===== config.mk =====
export PLATFORM = sky130hd
export DESIGN_NAME = tls_slave
export DESIGN_NICKNAME = d
export VERILOG_FILES = /design/src/common/tls_pkg.sv /design/src/core/tls_slave.sv
export VERILOG_INCLUDE_DIRS = /design/src /design/src/common
export SDC_FILE = /design/constraint.sdc
export NUM_CORES = 1
export LEC_CHECK = 0
export ABC_AREA = 1
export BUFFER_PORTS_ARGS = -buffer_cell sky130_fd_sc_hd__buf_2
export CORE_ASPECT_RATIO = 0.5
export CORE_UTILIZATION = 55
export DETAILED_ROUTE_END_ITERATION = 12
export GPL_ROUTABILITY_DRIVEN = 0
export PLACE_DENSITY = 0.88
export RECOVER_POWER = 100
export SYNTH_ARGS = -nofsm -noshare
export SYNTH_HDL_FRONTEND = slang
export SYNTH_SLANG_ARGS = --single-unit

===== constraint.sdc =====
create_clock -name mclk_in -period 2.1 [get_ports mclk_in]
set_input_delay 0.315 -clock mclk_in [delete_from_list [all_inputs] [get_ports mclk_in]]
set_output_delay 0.315 -clock mclk_in [all_outputs]
set_load 0.01 [all_outputs]

===== src/common/tls_cfg.svh =====
// constants for the temperature limit serial slave
// assumes a 100 MHz system clock and open-drain SCL/SDA pins
// Behaviour
// - Low and high limits are 16-bit two's complement, bit 15 is sign.
// - Limit writes keep only the selected resolution bits, lower bits zero.
// - Limit reads return sign and resolution bits, lower bits as zero.
// - Write: address with write bit, pointer 02h or 03h, two data bytes.
// - Data bytes after the second in one write are ignored.
// - Stop or repeated start before two data bytes discards the data.
// - Pointer stays on the written limit for later reads.
// - Read: address with read bit, upper byte, master ack, lower byte.
// - Master ack after the lower byte restarts from the upper byte.
// - Reset loads low limit 4B00h and high limit 5000h.
// - Changing either limit clears the consecutive fault counter.
// - Alert query answered only in interrupt mode with active-low polarity.
// - Alert query 00011001: pending device acks and sends its address.
// - Eighth bit of the query answer: one high limit, zero low limit.
// - Lowest address wins; winner releases alert after sending address.
// - Loser does not ack further and keeps alert asserted.
// - SCL low past the timeout resets the interface and releases SDA.
// - General call acknowledged only for an all-zero first byte.
// - General call command 04h re-samples the address pins.
// - General call 06h re-samples pins, resets registers, stays busy.
// - Resolution select 00..11 gives 9..12 data bits, default 9.
// - Alarm polarity zero means active low, one active high.
// - Thermostat mode zero is comparator, one is interrupt.
`ifndef TLS_CFG_SVH
`define TLS_CFG_SVH
`define TLS_PTR_LOW   8'h02
`define TLS_PTR_HIGH  8'h03
`define TLS_LOW_RST   16'h4B00
`define TLS_HIGH_RST  16'h5000
`define TLS_MASK9     16'h007F
`define TLS_DEV_ID    4'h9
`define TLS_ARA_CODE  8'h19
`define TLS_GC_ADDR   8'h00
`define TLS_GC_LATCH  8'h04
`define TLS_GC_RESET  8'h06
`define TLS_BYTE_BITS 4'h8
`define TLS_CLK_MHZ   100
`define TLS_TOUT_US   25
`define TLS_TOUT_W    22
`define TLS_POR_NS    1000
`define TLS_POR_CYC   ((`TLS_POR_NS * `TLS_CLK_MHZ) / 1000)
`define TLS_POR_W     8
`endif


===== src/common/tls_pkg.sv =====
// types for the temperature limit serial slave
// assumes tls_cfg.svh is on the include path
`include "tls_cfg.svh"
package tls_pkg;
  typedef enum logic [2:0] {
    TLS_IDLE = 3'h0,
    TLS_RX   = 3'h1,
    TLS_RACK = 3'h3,
    TLS_TX   = 3'h2,
    TLS_TACK = 3'h6,
    TLS_WAIT = 3'h7
  } tls_st_t;

  typedef enum logic [2:0] {
    TLS_ADDR = 3'h0,
    TLS_PTR  = 3'h1,
    TLS_D0   = 3'h3,
    TLS_D1   = 3'h2,
    TLS_SKIP = 3'h6,
    TLS_GCMD = 3'h7
  } tls_ph_t;

  typedef struct packed {
    logic                   scl_s1;
    logic                   scl_s2;
    logic                   scl_s3;
    logic                   sda_s1;
    logic                   sda_s2;
    logic                   sda_s3;
    logic [2:0]             apin_s1;
    logic [2:0]             apin_s2;
    logic [2:0]             addr;
    tls_st_t                st;
    tls_ph_t                ph;
    logic [3:0]             cnt;
    logic [7:0]             sh;
    logic [7:0]             tx;
    logic                   rd;
    logic                   ara;
    logic                   lo_byte;
    logic [7:0]             ptr;
    logic [7:0]             dhi;
    logic [15:0]            low;
    logic [15:0]            high;
    logic                   pend;
    logic                   lim;
    logic                   cmp_act;
    logic                   sda_oe;
    logic                   alert;
    logic                   fclr;
    logic [`TLS_TOUT_W-1:0] tout;
    logic [`TLS_POR_W-1:0]  busy;
  } tls_state_t;
endpackage


===== src/core/tls_slave.sv =====
// serial slave holding the two alarm limits, alert query and general call
// assumes scl/sda/address pins are asynchronous and the limit events,
// mode and resolution inputs come from logic on mclk_in
`include "tls_cfg.svh"
module tls_slave #(
  parameter int unsigned TOUT_CYC = `TLS_TOUT_US * `TLS_CLK_MHZ
) (
  input  wire logic        mclk_in,
  input  wire logic        resetn_in,
  input  wire logic        scl_in,
  input  wire logic        sda_in,
  output logic             sda_out,
  output logic             sda_oe_out,
  input  wire logic [2:0]  address_pins_in,
  input  wire logic [1:0]  resolution_select_in,
  input  wire logic        alarm_polarity_in,
  input  wire logic        thermostat_mode_select_in,
  input  wire logic        high_event_in,
  input  wire logic        low_event_in,
  output logic             alert_out,
  output logic             fault_clear_out,
  output logic             busy_out,
  output logic [15:0]      low_limit_out,
  output logic [15:0]      high_limit_out
);
  import tls_pkg::*;

  localparam logic [`TLS_TOUT_W-1:0] TOUT_LIM =
    `TLS_TOUT_W'(TOUT_CYC);
  localparam logic [`TLS_POR_W-1:0] POR_CNT =
    `TLS_POR_W'(`TLS_POR_CYC);
  localparam logic [`TLS_POR_W-1:0] POR_LAST = `TLS_POR_W'(1);

  // synchronisers start at the idle bus level so reset makes no false edge
  localparam tls_state_t RST = '{
    scl_s1:  1'b1,
    scl_s2:  1'b1,
    scl_s3:  1'b1,
    sda_s1:  1'b1,
    sda_s2:  1'b1,
    sda_s3:  1'b1,
    st:      TLS_IDLE,
    ph:      TLS_ADDR,
    low:     `TLS_LOW_RST,
    high:    `TLS_HIGH_RST,
    alert:   1'b1,
    busy:    POR_CNT,
    default: '0
  };

  tls_state_t q;
  tls_state_t d;

  logic        scl_rise;
  logic        scl_fall;
  logic        start_det;
  logic        stop_det;
  logic        smb_on;
  logic        alarm_act;
  logic [15:0] rword;
  logic [15:0] wval;

  function automatic logic [15:0] res_mask(input logic [1:0] res);
    res_mask = ~(`TLS_MASK9 >> res);
  endfunction

  assign scl_rise  = q.scl_s2 & ~q.scl_s3;
  assign scl_fall  = ~q.scl_s2 & q.scl_s3;
  assign start_det = q.scl_s2 & q.scl_s3 & ~q.sda_s2 & q.sda_s3;
  assign stop_det  = q.scl_s2 & q.scl_s3 & q.sda_s2 & ~q.sda_s3;
  assign smb_on    = thermostat_mode_select_in & ~alarm_polarity_in;
  // interrupt mode holds a pending flag, comparator mode follows events
  assign alarm_act = thermostat_mode_select_in ? q.pend : q.cmp_act;
  assign rword = (q.ptr == `TLS_PTR_LOW)  ? q.low & res_mask(resolution_select_in) :
                 (q.ptr == `TLS_PTR_HIGH) ? q.high & res_mask(resolution_select_in) :
                 16'h0000;
  assign wval = {q.dhi, q.sh} & res_mask(resolution_select_in);

  always_comb begin
    d = q;
    d.fclr    = 1'b0;
    d.scl_s1  = scl_in;
    d.scl_s2  = q.scl_s1;
    d.scl_s3  = q.scl_s2;
    d.sda_s1  = sda_in;
    d.sda_s2  = q.sda_s1;
    d.sda_s3  = q.sda_s2;
    d.apin_s1 = address_pins_in;
    d.apin_s2 = q.apin_s1;

    // busy after reset; the address is taken once the pins have settled
    if (q.busy != '0) begin
      d.busy = q.busy - POR_LAST;
      if (q.busy == POR_LAST) begin
        d.addr = q.apin_s2;
      end
    end

    if (start_det && q.busy == '0) begin
      // a repeated start drops any partial write
      d.st     = TLS_RX;
      d.ph     = TLS_ADDR;
      d.cnt    = 4'h0;
      d.sda_oe = 1'b0;
      d.rd     = 1'b0;
      d.ara    = 1'b0;
    end else if (stop_det) begin
      d.st     = TLS_IDLE;
      d.sda_oe = 1'b0;
    end else begin
      case (q.st)
        TLS_RX: begin
          if (scl_rise) begin
            d.sh  = {q.sh[6:0], q.sda_s2};
            d.cnt = q.cnt + 4'h1;
          end else if (scl_fall && q.cnt == `TLS_BYTE_BITS) begin
            d.cnt    = 4'h0;
            d.st     = TLS_RACK;
            d.sda_oe = 1'b1;
            case (q.ph)
              TLS_ADDR: begin
                if (q.sh == {`TLS_DEV_ID, q.addr, 1'b1}) begin
                  d.rd      = 1'b1;
                  d.tx      = rword[15:8];
                  d.lo_byte = 1'b0;
                end else if (q.sh == {`TLS_DEV_ID, q.addr, 1'b0}) begin
                  d.ph = TLS_PTR;
                end else if (q.sh == `TLS_ARA_CODE && smb_on && q.pend) begin
                  d.rd  = 1'b1;
                  d.ara = 1'b1;
                  d.tx  = {`TLS_DEV_ID, q.addr, q.lim};
                end else if (q.sh == `TLS_GC_ADDR) begin
                  d.ph = TLS_GCMD;
                end else begin
                  d.st     = TLS_WAIT;
                  d.sda_oe = 1'b0;
                end
              end
              TLS_PTR: begin
                d.ptr = q.sh;
                d.ph  = TLS_D0;
              end
              TLS_D0: begin
                d.dhi = q.sh;
                d.ph  = TLS_D1;
              end
              TLS_D1: begin
                // only a complete second byte reaches the register
                if (q.ptr == `TLS_PTR_LOW) begin
                  d.low  = wval;
                  d.fclr = (wval != q.low);
                end else if (q.ptr == `TLS_PTR_HIGH) begin
                  d.high = wval;
                  d.fclr = (wval != q.high);
                end
                d.ph = TLS_SKIP;
              end
              TLS_GCMD: begin
                if (q.sh == `TLS_GC_LATCH) begin
                  d.addr = q.apin_s2;
                end else if (q.sh == `TLS_GC_RESET) begin
                  d.low     = `TLS_LOW_RST;
                  d.high    = `TLS_HIGH_RST;
                  d.ptr     = 8'h00;
                  d.pend    = 1'b0;
                  d.cmp_act = 1'b0;
                  d.busy    = POR_CNT;
                  d.fclr    = 1'b1;
                end
                d.ph = TLS_SKIP;
              end
              TLS_SKIP: begin
                // acked but dropped
                d.ph = TLS_SKIP;
              end
              default: begin
                d.st     = TLS_WAIT;
                d.sda_oe = 1'b0;
              end
            endcase
          end
        end
        TLS_RACK: begin
          if (scl_fall) begin
            d.st     = q.rd ? TLS_TX : TLS_RX;
            d.sda_oe = q.rd & ~q.tx[7];
            d.cnt    = 4'h0;
          end
        end
        TLS_TX: begin
          if (scl_rise) begin
            d.cnt = q.cnt + 4'h1;
            // released a one but the bus reads zero: lower address wins
            if (q.ara && !q.sda_oe && !q.sda_s2) begin
              d.st = TLS_WAIT;
            end
          end else if (scl_fall) begin
            if (q.cnt == `TLS_BYTE_BITS) begin
              d.sda_oe = 1'b0;
              d.st     = TLS_TACK;
              if (q.ara) begin
                d.pend = 1'b0;
              end
            end else begin
              d.tx     = {q.tx[6:0], 1'b0};
              d.sda_oe = ~q.tx[6];
            end
          end
        end
        TLS_TACK: begin
          if (scl_rise) begin
            if (q.sda_s2 || q.ara) begin
              d.st = TLS_WAIT;
            end else begin
              d.tx      = q.lo_byte ? rword[15:8] : rword[7:0];
              d.lo_byte = ~q.lo_byte;
              d.st      = TLS_RACK;
            end
          end
        end
        TLS_WAIT: begin
          d.sda_oe = 1'b0;
        end
        TLS_IDLE: begin
          d.sda_oe = 1'b0;
        end
        default: begin
          d.st     = TLS_IDLE;
          d.sda_oe = 1'b0;
        end
      endcase
    end

    // scl timeout: count low time, saturate, then drop the transfer
    if (!q.scl_s2) begin
      if (q.tout != TOUT_LIM) begin
        d.tout = q.tout + `TLS_TOUT_W'(1);
      end
    end else begin
      d.tout = '0;
    end
    if (q.tout == TOUT_LIM) begin
      d.st     = TLS_IDLE;
      d.sda_oe = 1'b0;
    end

    // events come after the query clear so that a new event wins
    if (high_event_in) begin
      d.cmp_act = 1'b1;
      if (thermostat_mode_select_in) begin
        d.pend = 1'b1;
        d.lim  = 1'b1;
      end
    end else if (low_event_in) begin
      d.cmp_act = 1'b0;
      if (thermostat_mode_select_in) begin
        d.pend = 1'b1;
        d.lim  = 1'b0;
      end
    end

    d.alert = ~(alarm_act ^ alarm_polarity_in);
  end

  always_ff @(posedge mclk_in or negedge resetn_in) begin
    if (!resetn_in) begin
      q <= RST;
    end else begin
      q <= d;
    end
  end

  assign sda_out         = 1'b0;
  assign sda_oe_out      = q.sda_oe;
  assign alert_out       = q.alert;
  assign fault_clear_out = q.fclr;
  assign busy_out        = (q.busy != '0);
  assign low_limit_out   = q.low;
  assign high_limit_out  = q.high;
endmodule


# Word level (Yosys, flattened, before mapping)
# Index checks and enable logic that the tools add are counted.
[word_totals]
register_bits = 128
ram_bits = 0
memories = 0
mem_bits_ro = 0
input_bits = 13
latchBits = 0
[op_classes]
n_bitwise = 26
n_reduce_logical = 49
order_cmp = 0
addsub = 3
mul = 0
n_mux = 130
div_mod_pow = 0
n_shift = 1
n_eq_ne = 67
[ops]
columns = ["op", "n"]
rows = [
  ["two-way mux 8 bit", 20],
  ["two-way mux 60 bit", 2],
  ["two-way mux 16 bit", 5],
  ["two-way mux 75 bit", 1],
  ["two-way mux 3 bit", 23],
  ["two-way mux 33 bit", 2],
  ["case mux 32 bit (2 select lines)", 1],
  ["bitwise AND 16 bit", 3],
  ["two-way mux 48 bit", 1],
  ["two-way mux 6 bit", 8],
  ["two-way mux 22 bit", 2],
  ["AND reduction 8 bit", 5],
  ["two-way mux 1 bit", 37],
  ["!= test 2 bit, second input constant", 17],
  ["!= test 16 bit", 2],
  ["two-way mux 10 bit", 3],
  ["!= test 3 bit, second input constant", 10],
  ["!= test 5 bit, second input constant", 6],
  ["case mux 8 bit (3 select lines)", 1],
  ["adder 22 x 1 -> 22 bit, second input constant", 1],
  ["equality test 22 x 12 -> 1 bit, second input constant", 1],
  ["!= test 22 x 12 -> 1 bit, second input constant", 1],
  ["two-way mux 9 bit", 2],
  ["!= test 6 bit, second input constant", 3],
  ["other kinds (51)", 119],
]

# Logic depth before layout (Yosys ltp)
# Gate-level depths: netlist of the first run.
[logic_depth]
depth_word = 22
ltp_mapped = 14
depth_no_buf = 14

# Least setup slack after synthesis of the first run
# OpenSTA, ideal clock, no wires.
[synth_timing]
path_type = "reg2reg"
start = "register q (netlist bit d[125])"
end = "register q (netlist bit low_limit_out[13])"
setup_time_ns = 0.118
path_stages_with_launch = 14
t_arrival_ns = 2.026
path_slack_ns = -0.044
path_cell_list = "dfstp_2 inv_1 clkbuf_1 ha_1 nand2_1 inv_2 nand2_4 nor2_8 nand3_4 nor2_4 inv_2 buf_6 nand2_2 o21ai_2"
[synth_via]
elab_chain_cells = 6
word_cells_on_any_way = 14
classes_between = "11 x bitwise; 3 x reduce/logical"
[synth_lines]
columns = ["element", "line_no", "text"]
rows = [
  ["start, declared", "tls_slave.sv:51", "tls_state_t q;"],
  ["start signal, assigned", "tls_slave.sv:267", "q <= RST;"],
  ["start signal, assigned", "tls_slave.sv:269", "q <= d;"],
  ["bitwise AND 1 bit", "tls_slave.sv:69, tls_slave.sv:70", ""],
  ["bitwise AND 1 bit (2 in a row)", "tls_slave.sv:69", "assign start_det = q.scl_s2 & q.scl_s3 & ~q.sda_s2 & q.sda_s3;"],
  ["logical AND 1 bit", "tls_slave.sv:99", "if (start_det && q.busy == '0) begin"],
  ["inverter 1 bit (no line)", "-", ""],
  ["AND reduction 9 bit (no line) *", "-", ""],
]
# Every way passes the cells marked *; elsewhere a longest branch is shown, timed or not.
# A chain may end at the register's enable or synchronous reset.

# Worst setup path in the final report of the first run
[layout_timing]
start = "register q[0] (netlist bit)"
end = "output port busy_out"
[layout_via]
elab_chain_cells = 1
[layout_lines]
columns = ["element", "line_no", "text"]
rows = [
  ["nonzero test 8 bit", "tls_slave.sv:277", "assign busy_out = (q.busy != '0);"],
  ["end, declared", "tls_slave.sv:22", "output logic busy_out,"],
]
# Every way passes these cells.

==> results of run 1 <==
cell usage in the layout (no fill, tap or decap), types with 9 or more instances in the layout:
cell type | netlist | final
nand2_1 | 272 | 264
dfrtp_1 | 104 | 104
inv_1 | 102 | 99
nor2_1 | 93 | 91
nand3_1 | 76 | 75
o21ai_0 | 65 | 69
a21oi_1 | 30 | 29
clkbuf_1 | 2 | 25
o21ai_1 | 20 | 23
buf_4 | 35 | 20
buf_2 | 8 | 18
nand4_1 | 17 | 17
clkbuf_16 | 0 | 17
nand2_2 | 11 | 14
nor3_1 | 15 | 14
inv_2 | 11 | 13
xor2_1 | 12 | 12
xnor2_1 | 9 | 9
o21ai_2 | 16 | 9
conb_1 | 1 | 9
kinds of logic (layout without fill, tap and decap cells):
logic type	Yosys count	after routing
buf+inv	165	217
flops	120	120
xor+xnor	21	21
simple gates	512	514
compound gates	151	151
fa+ha+maj	9	9
other cells	1	9
per-layer routing:
metal	vias to the layer above	track usage (%)	wire, µm
met1	3195	36.18	7727
met5	-	0	0
li1	3216	-	-
met4	0	12.29	575
met3	58	4.995	1494
met2	368	44.50	8514
report_power, final:
group          internal [µW]  switching [µW]  total [µW]
Clock                   1650            1090        2740
Combinational            200             420         620
Sequential              2410            76.9        2490
Total                   4260            1580        5840
through the flow:
stage / instances / utilization [%] / setup slack [ns] / TNS [ns]
4_1_cts: 1205 / 63.61 / -0.01652 / -0.07032
3_5_place_dp: 1169 / 58.94 / -0.01396 / -0.02108
5_1_grt: 1211 / 64.24 / -0.04381 / -0.1206
2_1_floorplan: 987 / - / 0.05153 / 0
3_3_place_gp: 1169 / 58.94 / 0.08855 / 0
6_report: 1211 / 64.24 / 0.09079 / 0
what timing repair did:
action,4_1_cts,5_1_grt
endpoints found under the hold margin,35,0
gates resized for setup,1,39
hold buffers,4,0
pin swaps,0,7
setup endpoints to repair,8,60
gates cloned,0,2
setup buffers,0,4
area by class of cell:
cell class | instances | area [µm²] | area share (%)
clock inverters | 12 | 105.1 | 1.285
repair buffers | 71 | 414.1 | 5.062
multi-input cells | 704 | 3547 | 43.36
inverters | 114 | 432.9 | 5.291
well taps | 170 | 212.7 | 2.600
flip-flops and latches | 120 | 3023 | 36.95
clock buffers | 20 | 446.7 | 5.460
registers in the layout, summed over array words and instances (netlist names):
| register | cells |
|---|---|
| alert_out | 1 |
| d | 7 |
| q | 86 |
| low_limit_out | 12 |
| fault_clear_out | 1 |
| high_limit_out | 12 |
| sda_oe_out | 1 |
path summary, 6_finish.rpt:
check | endpoint | slack (ns) | depth (start not counted) | start
worst max-delay path | busy_out | 0.09 | 7 | q[0]$_DFF_PN0_
worst min-delay path | d[116]$_DFF_PN0_ | 0.02 | 1 | address_pins_in[0]
worst max register to register | high_limit_out[9]$_DFFE_PN0P_ | 0.10 | 13 | q[125]$_DFF_PN1_
worst min register to register | q[116]$_DFF_PN0_ | 0.35 | 0 | d[116]$_DFF_PN0_
max in group asynchronous | q[11]$_DFFE_PN0P_ | 0.33 | 3 | resetn_in
min in group asynchronous | high_limit_out[11]$_DFFE_PN0P_ | 0.55 | 2 | resetn_in
worst max-delay path, cell delays in order, from the launching register on:
cell and delay [ns]:
dfrtp_1 0.42, inv_2 0.08, ha_2 0.19, nand2_1 0.08
buf_4 0.15, inv_1 0.10, nand2_2 0.10, buf_2 0.15
==> impl_metrics.csv, run 1 <==
group,metric,value,unit
logic_synthesis,yosysSeqAreaShare,41.78,%
logic_synthesis,synth_top_family_by_area,"simple AND/OR/NAND/NOR gates",
layout,drive_above_1_share,15.08,%
die,die_x,164.2,µm
drt,firstDrtPassIters,6,
logic_synthesis,ys_top_cells_by_count,"nand2_1 (272), dfrtp_1 (104), inv_1 (102), nor2_1 (93), nand3_1 (76)",
drt,first_iter_violations,739,
layout,synthToLayoutAreaGrowth,13.07,%
die,rows,29,
pwr,power_density,714.0,nW/µm²
clock_tree,cts.sinks,120,
timing,finalClockSkew,0.01197,ns
worst_setup_path,cp.arrival,1.69,ns
run,drv_cap,0,
place,port_buffers,40,
clock_tree,insertion_delay,0.42,ns
timing,period_share,95.68,%
logic_synthesis,yosysMostFrequentCell,"nand2_1",
logic_synthesis,yosys.area_share.simple,31.07,%
logic_synthesis,ys_types,44,
timing,slew_headroom,40.45,%
logic_synthesis,synth_top_area_share,35.97,%
drt,vias,6837,
min_path,worst_hold_path_type,"primary input to register",
logic_synthesis,syn_area,7236,µm²
layout,fill_cells,1016,
global_routing,grt_max_degree,46,
global_routing,grt_pass1_wl,29.79,mm
clock_tree,cts_tree,"yes",
drt,drt-wirelength-per-cell,15.12,µm
pwr,vdd_drop_max,460.1,µV
logic_synthesis,syn_avg_cell_area,7.391,µm²
global_routing,antenna_found_initial,0,
place,dpl-instance-area,7507,µm²
layout,final_cell_area,8182,µm²
drt,postRouteAntennaNets,0,
worst_setup_path,critPathLaunchType,"register",
timing,timing.hold.ws,0.01633,ns
global_routing,overflow,0,
worst_setup_path,end_kind,"primary output",
drt,totalWireLength,18.31,mm
worst_setup_path,required,1.78,ns
drt,avgViaCountPerCell,5.646,
global_routing,grt_use_total,27.56,%
layout,num_antenna_cells,0,
worst_setup_path,crit_fanout,6,
clock_tree,clockBufferDepth,2,
timing,finalCriticalPeriod,2.009,ns
drt,drc_errors,0,
logic_synthesis,yosys_warnings,0,
timing,drv_slew,0,
die,die_h,83.11,µm
logic_synthesis,synth_edf_count,0,
timing,fmax,0.4977,GHz
logic_synthesis,syn_inst,979,
global_routing,grt_pass1_vias,6171,
logic_synthesis,async_flop_share,100.0,%
worst_setup_path,critPathKind,"register to primary output",
clock_tree,clk_pin_slew,0.05,ns
layout,fin_nets,1050,
die,num_io_pins,50,
logic_synthesis,synth_seq_cells,120,
logic_synthesis,synthAdderAreaFrac,1.556,%
timing,tightestPinTransition,0.8873,ns
timing,hold_violations,0,
status,status,"finished, final reports clean",
timing,setup_viol,0,
logic_synthesis,synth_xor_area_share,2.542,%
logic_synthesis,muxShareOfSynthArea,0,%
pwr,p_total,5842,µW
logic_synthesis,ys.flop_type,"dfrtp_1",
pwr,p_leak,0.003985,µW
logic_synthesis,synth_compound_area_share,11.91,%
die,start_util,56.81,%
clock_tree,cts_buffers,17,
place,dp_hpwl,12.69,mm
die,core_area,12740,µm²
logic_synthesis,yosys-top-cells-area,"dfrtp_1 (36%), nand2_1 (14%), dfstp_2 (5.8%), inv_1 (5.3%), nand3_1 (5.3%)",
logic_synthesis,synth_top_cell_by_area,"dfrtp_1",
die,dieArea,13650,µm²
clock_tree,cts-root-buf,"clkbuf_16",
clock_tree,htreeDepth,4,
No activity file was read; power rests on OpenSTA's default activity.
==> inputs of run 2 (changes only) <==
--- a/config.mk
+++ b/config.mk
@@ -9,6 +9,7 @@
 export ABC_AREA = 1
 export BUFFER_PORTS_ARGS = -buffer_cell sky130_fd_sc_hd__buf_2
 export CORE_ASPECT_RATIO = 0.5
+export CORE_MARGIN = 2
 export CORE_UTILIZATION = 55
 export DETAILED_ROUTE_END_ITERATION = 12
 export GPL_ROUTABILITY_DRIVEN = 0
==> run 2 against run 1 <==
  * Sequential power hardly changed
  * Worst hold slack improved by 0.080 ns
  * The run now ends with capacitance limit, slew limit left
  * Via count up 3.3%
  * Critical path type is now register to register
==> impl_metrics.csv, run 2 (same netlist as run 1, synthesis figures left out) <==
group,metric,value,unit
status,status,"finished, violations left",
status,failed_checks,"capacitance limit, slew limit",
die,num_io_pins,50,
place,place_inst,1168,
drt,vias,7060,
drt,first_iter_violations,924,
die,core_area,12740,µm²
drt,avgViaCountPerCell,5.825,
timing,drv_slew,121,
worst_setup_path,path_buf_inv,1,
clock_tree,cts.sinks,120,
layout,largest_reg_flops,86,
worst_setup_path,crit_fanout,16,
layout,layout_common_cells,"nand2_1 (266), dfrtp_1 (104), inv_1 (102), nor2_1 (90), nand3_1 (76)",
worst_setup_path,critPathKind,"register to register",
timing,tightestPinTransition,1.620,ns
global_routing,grt_pass1_vias,6661,
worst_setup_path,required,2.41,ns
layout,final_common_cell,"nand2_1",
pwr,vdd_drop_max,518.2,µV
place,dpl-instance-area,7487,µm²
layout,post-route-util,65.32,%
drt,totalWireLength,19.84,mm
place,dp_hpwl,12.76,mm
layout,regMostFlops,"q",
run,drv_cap,1,
timing,finalClockSkew,0.01216,ns
timing,period_share,97.82,%
drt,firstDrtPassIters,7,
die,rows,29,
die,die_h,85.11,µm
clock_tree,clk_pin_slew,0.06,ns
layout,final_cell_area,8319,µm²
drt,drc_errors,0,
worst_setup_path,slowest_stage,"dfrtp_1",
worst_setup_path,path_cells,"inv_1 > ha_4 > nand2_2 > nor2_4 > nand2_4 > nor2_8 > nand3_4 > nor2_4 > nand2_4 > nand2_1 > o21ai_2",
pwr,power_density,774.6,nW/µm²
place,place_ws,0.01379,ns
min_path,worst_hold_path_type,"primary input to register",
timing,finalCriticalPeriod,2.054,ns
global_routing,grt_pass1_wl,31.84,mm
drt,drt-wirelength-per-cell,16.37,µm
clock_tree,insertion_delay,0.43,ns
clock_tree,clockBufferDepth,2,
clock_tree,cts-root-buf,"clkbuf_16",
timing,finalWorstSetupSlack,0.04585,ns
layout,fill_cells,960,
timing,setup_viol,0,
clock_tree,cts_tree,"yes",
worst_setup_path,cp.arrival,2.37,ns
timing,fmax,0.4868,GHz
pwr,p_leak,0.004134,µW
global_routing,grt_max_degree,121,
die,die_x,166.2,µm
timing,rsz0062_at_grt,"yes",
layout,fin_nets,1051,
worst_setup_path,slowest_delay,0.42,ns
die,start_util,56.81,%
clock_tree,cts_buffers,17,
layout,drive_above_1_share,18.52,%
global_routing,grt_use_total,27.83,%
global_routing,overflow,0,
worst_setup_path,critPathLaunchType,"register",
timing,hold_violations,0,
layout,synthToLayoutAreaGrowth,14.97,%
drt,postRouteAntennaNets,0,
worst_setup_path,end_kind,"register",
worst_setup_path,crit_family,"simple AND/OR/NAND/NOR gates",
place,port_buffers,40,
clock_tree,htreeDepth,4,
global_routing,antenna_found_initial,0,
layout,final_cells,1212,
layout,num_antenna_cells,0,
timing,slew_headroom,-7.995,%
die,dieArea,14150,µm²
## run 2: changes by cell type in the layout (fill, tap and decap cells not counted), sizes merged
cell / change
clkbuf: -27
buf: +26
inv: +6
clkinvlp: -4
bufinv: +3
clkinv: -2
nand2: -2
dlygate4sd3: +1
## run 2: area by class of cell
class	count	area [µm²]	share of cell area (%)
Multi-Input combinational cell	702	3537	42.52
Sequential cell	120	3023	36.34
Timing Repair Buffer	74	474.2	5.700
Inverter	114	432.9	5.204
Clock buffer	17	425.4	5.114
Clock inverter	15	214.0	2.572
Tap cell	170	212.7	2.557
## run 2: what timing repair did
action                     4_1_cts  5_1_grt
hold endpoints to repair         5        0
hold buffers                     5        0
gates resized for setup          2       26
buffers inserted                 0        7
pin swaps                        0        5
setup endpoints to repair        3       66
## run 2: final timing paths
| check | start | end | slack, ns | cells past startpoint |
|---|---|---|---|---|
| hold / removal | low_event_in | q[33]$_DFFE_PN0P_ | 0.1 | 2 |
| setup / recovery | q[104]$_DFFE_PN0P_ | q[78]$_DFFE_PN0P_ | 0.05 | 11 |
| min in group asynchronous | resetn_in | q[21]$_DFFE_PN0P_ | 0.39 | 2 |
| hold reg to reg | d[118]$_DFF_PN0_ | q[118]$_DFF_PN0_ | 0.35 | 0 |
| max in group asynchronous | resetn_in | q[108]$_DFFE_PN0P_ | 0.66 | 2 |
| setup reg to reg | q[104]$_DFFE_PN0P_ | q[78]$_DFFE_PN0P_ | 0.05 | 11 |
## run 2: per-layer routing
layer	GRT usage (%)	part of all wire, %
met1	33.94	39
met2	45.42	45
met3	8.116	10
met4	15.05	5.7
met5	0	0
## run 2: power breakdown
part,total [µW],switching [µW],internal (µW)
Combinational,728,468,261
Clock,3230,1210,2020
Sequential,2490,78.2,2410
## run 2: per-stage QoR
stage	hold WS [ns]	power, µW	setup TNS (ns)
after floorplan	0.01941	2924	0
after global placement	0.3355	3084	0
after detailed placement	0.3420	3115	0
after CTS	0.01196	6320	0
after global routing	0.09886	6644	-0.2564
final	0.09587	6444	0
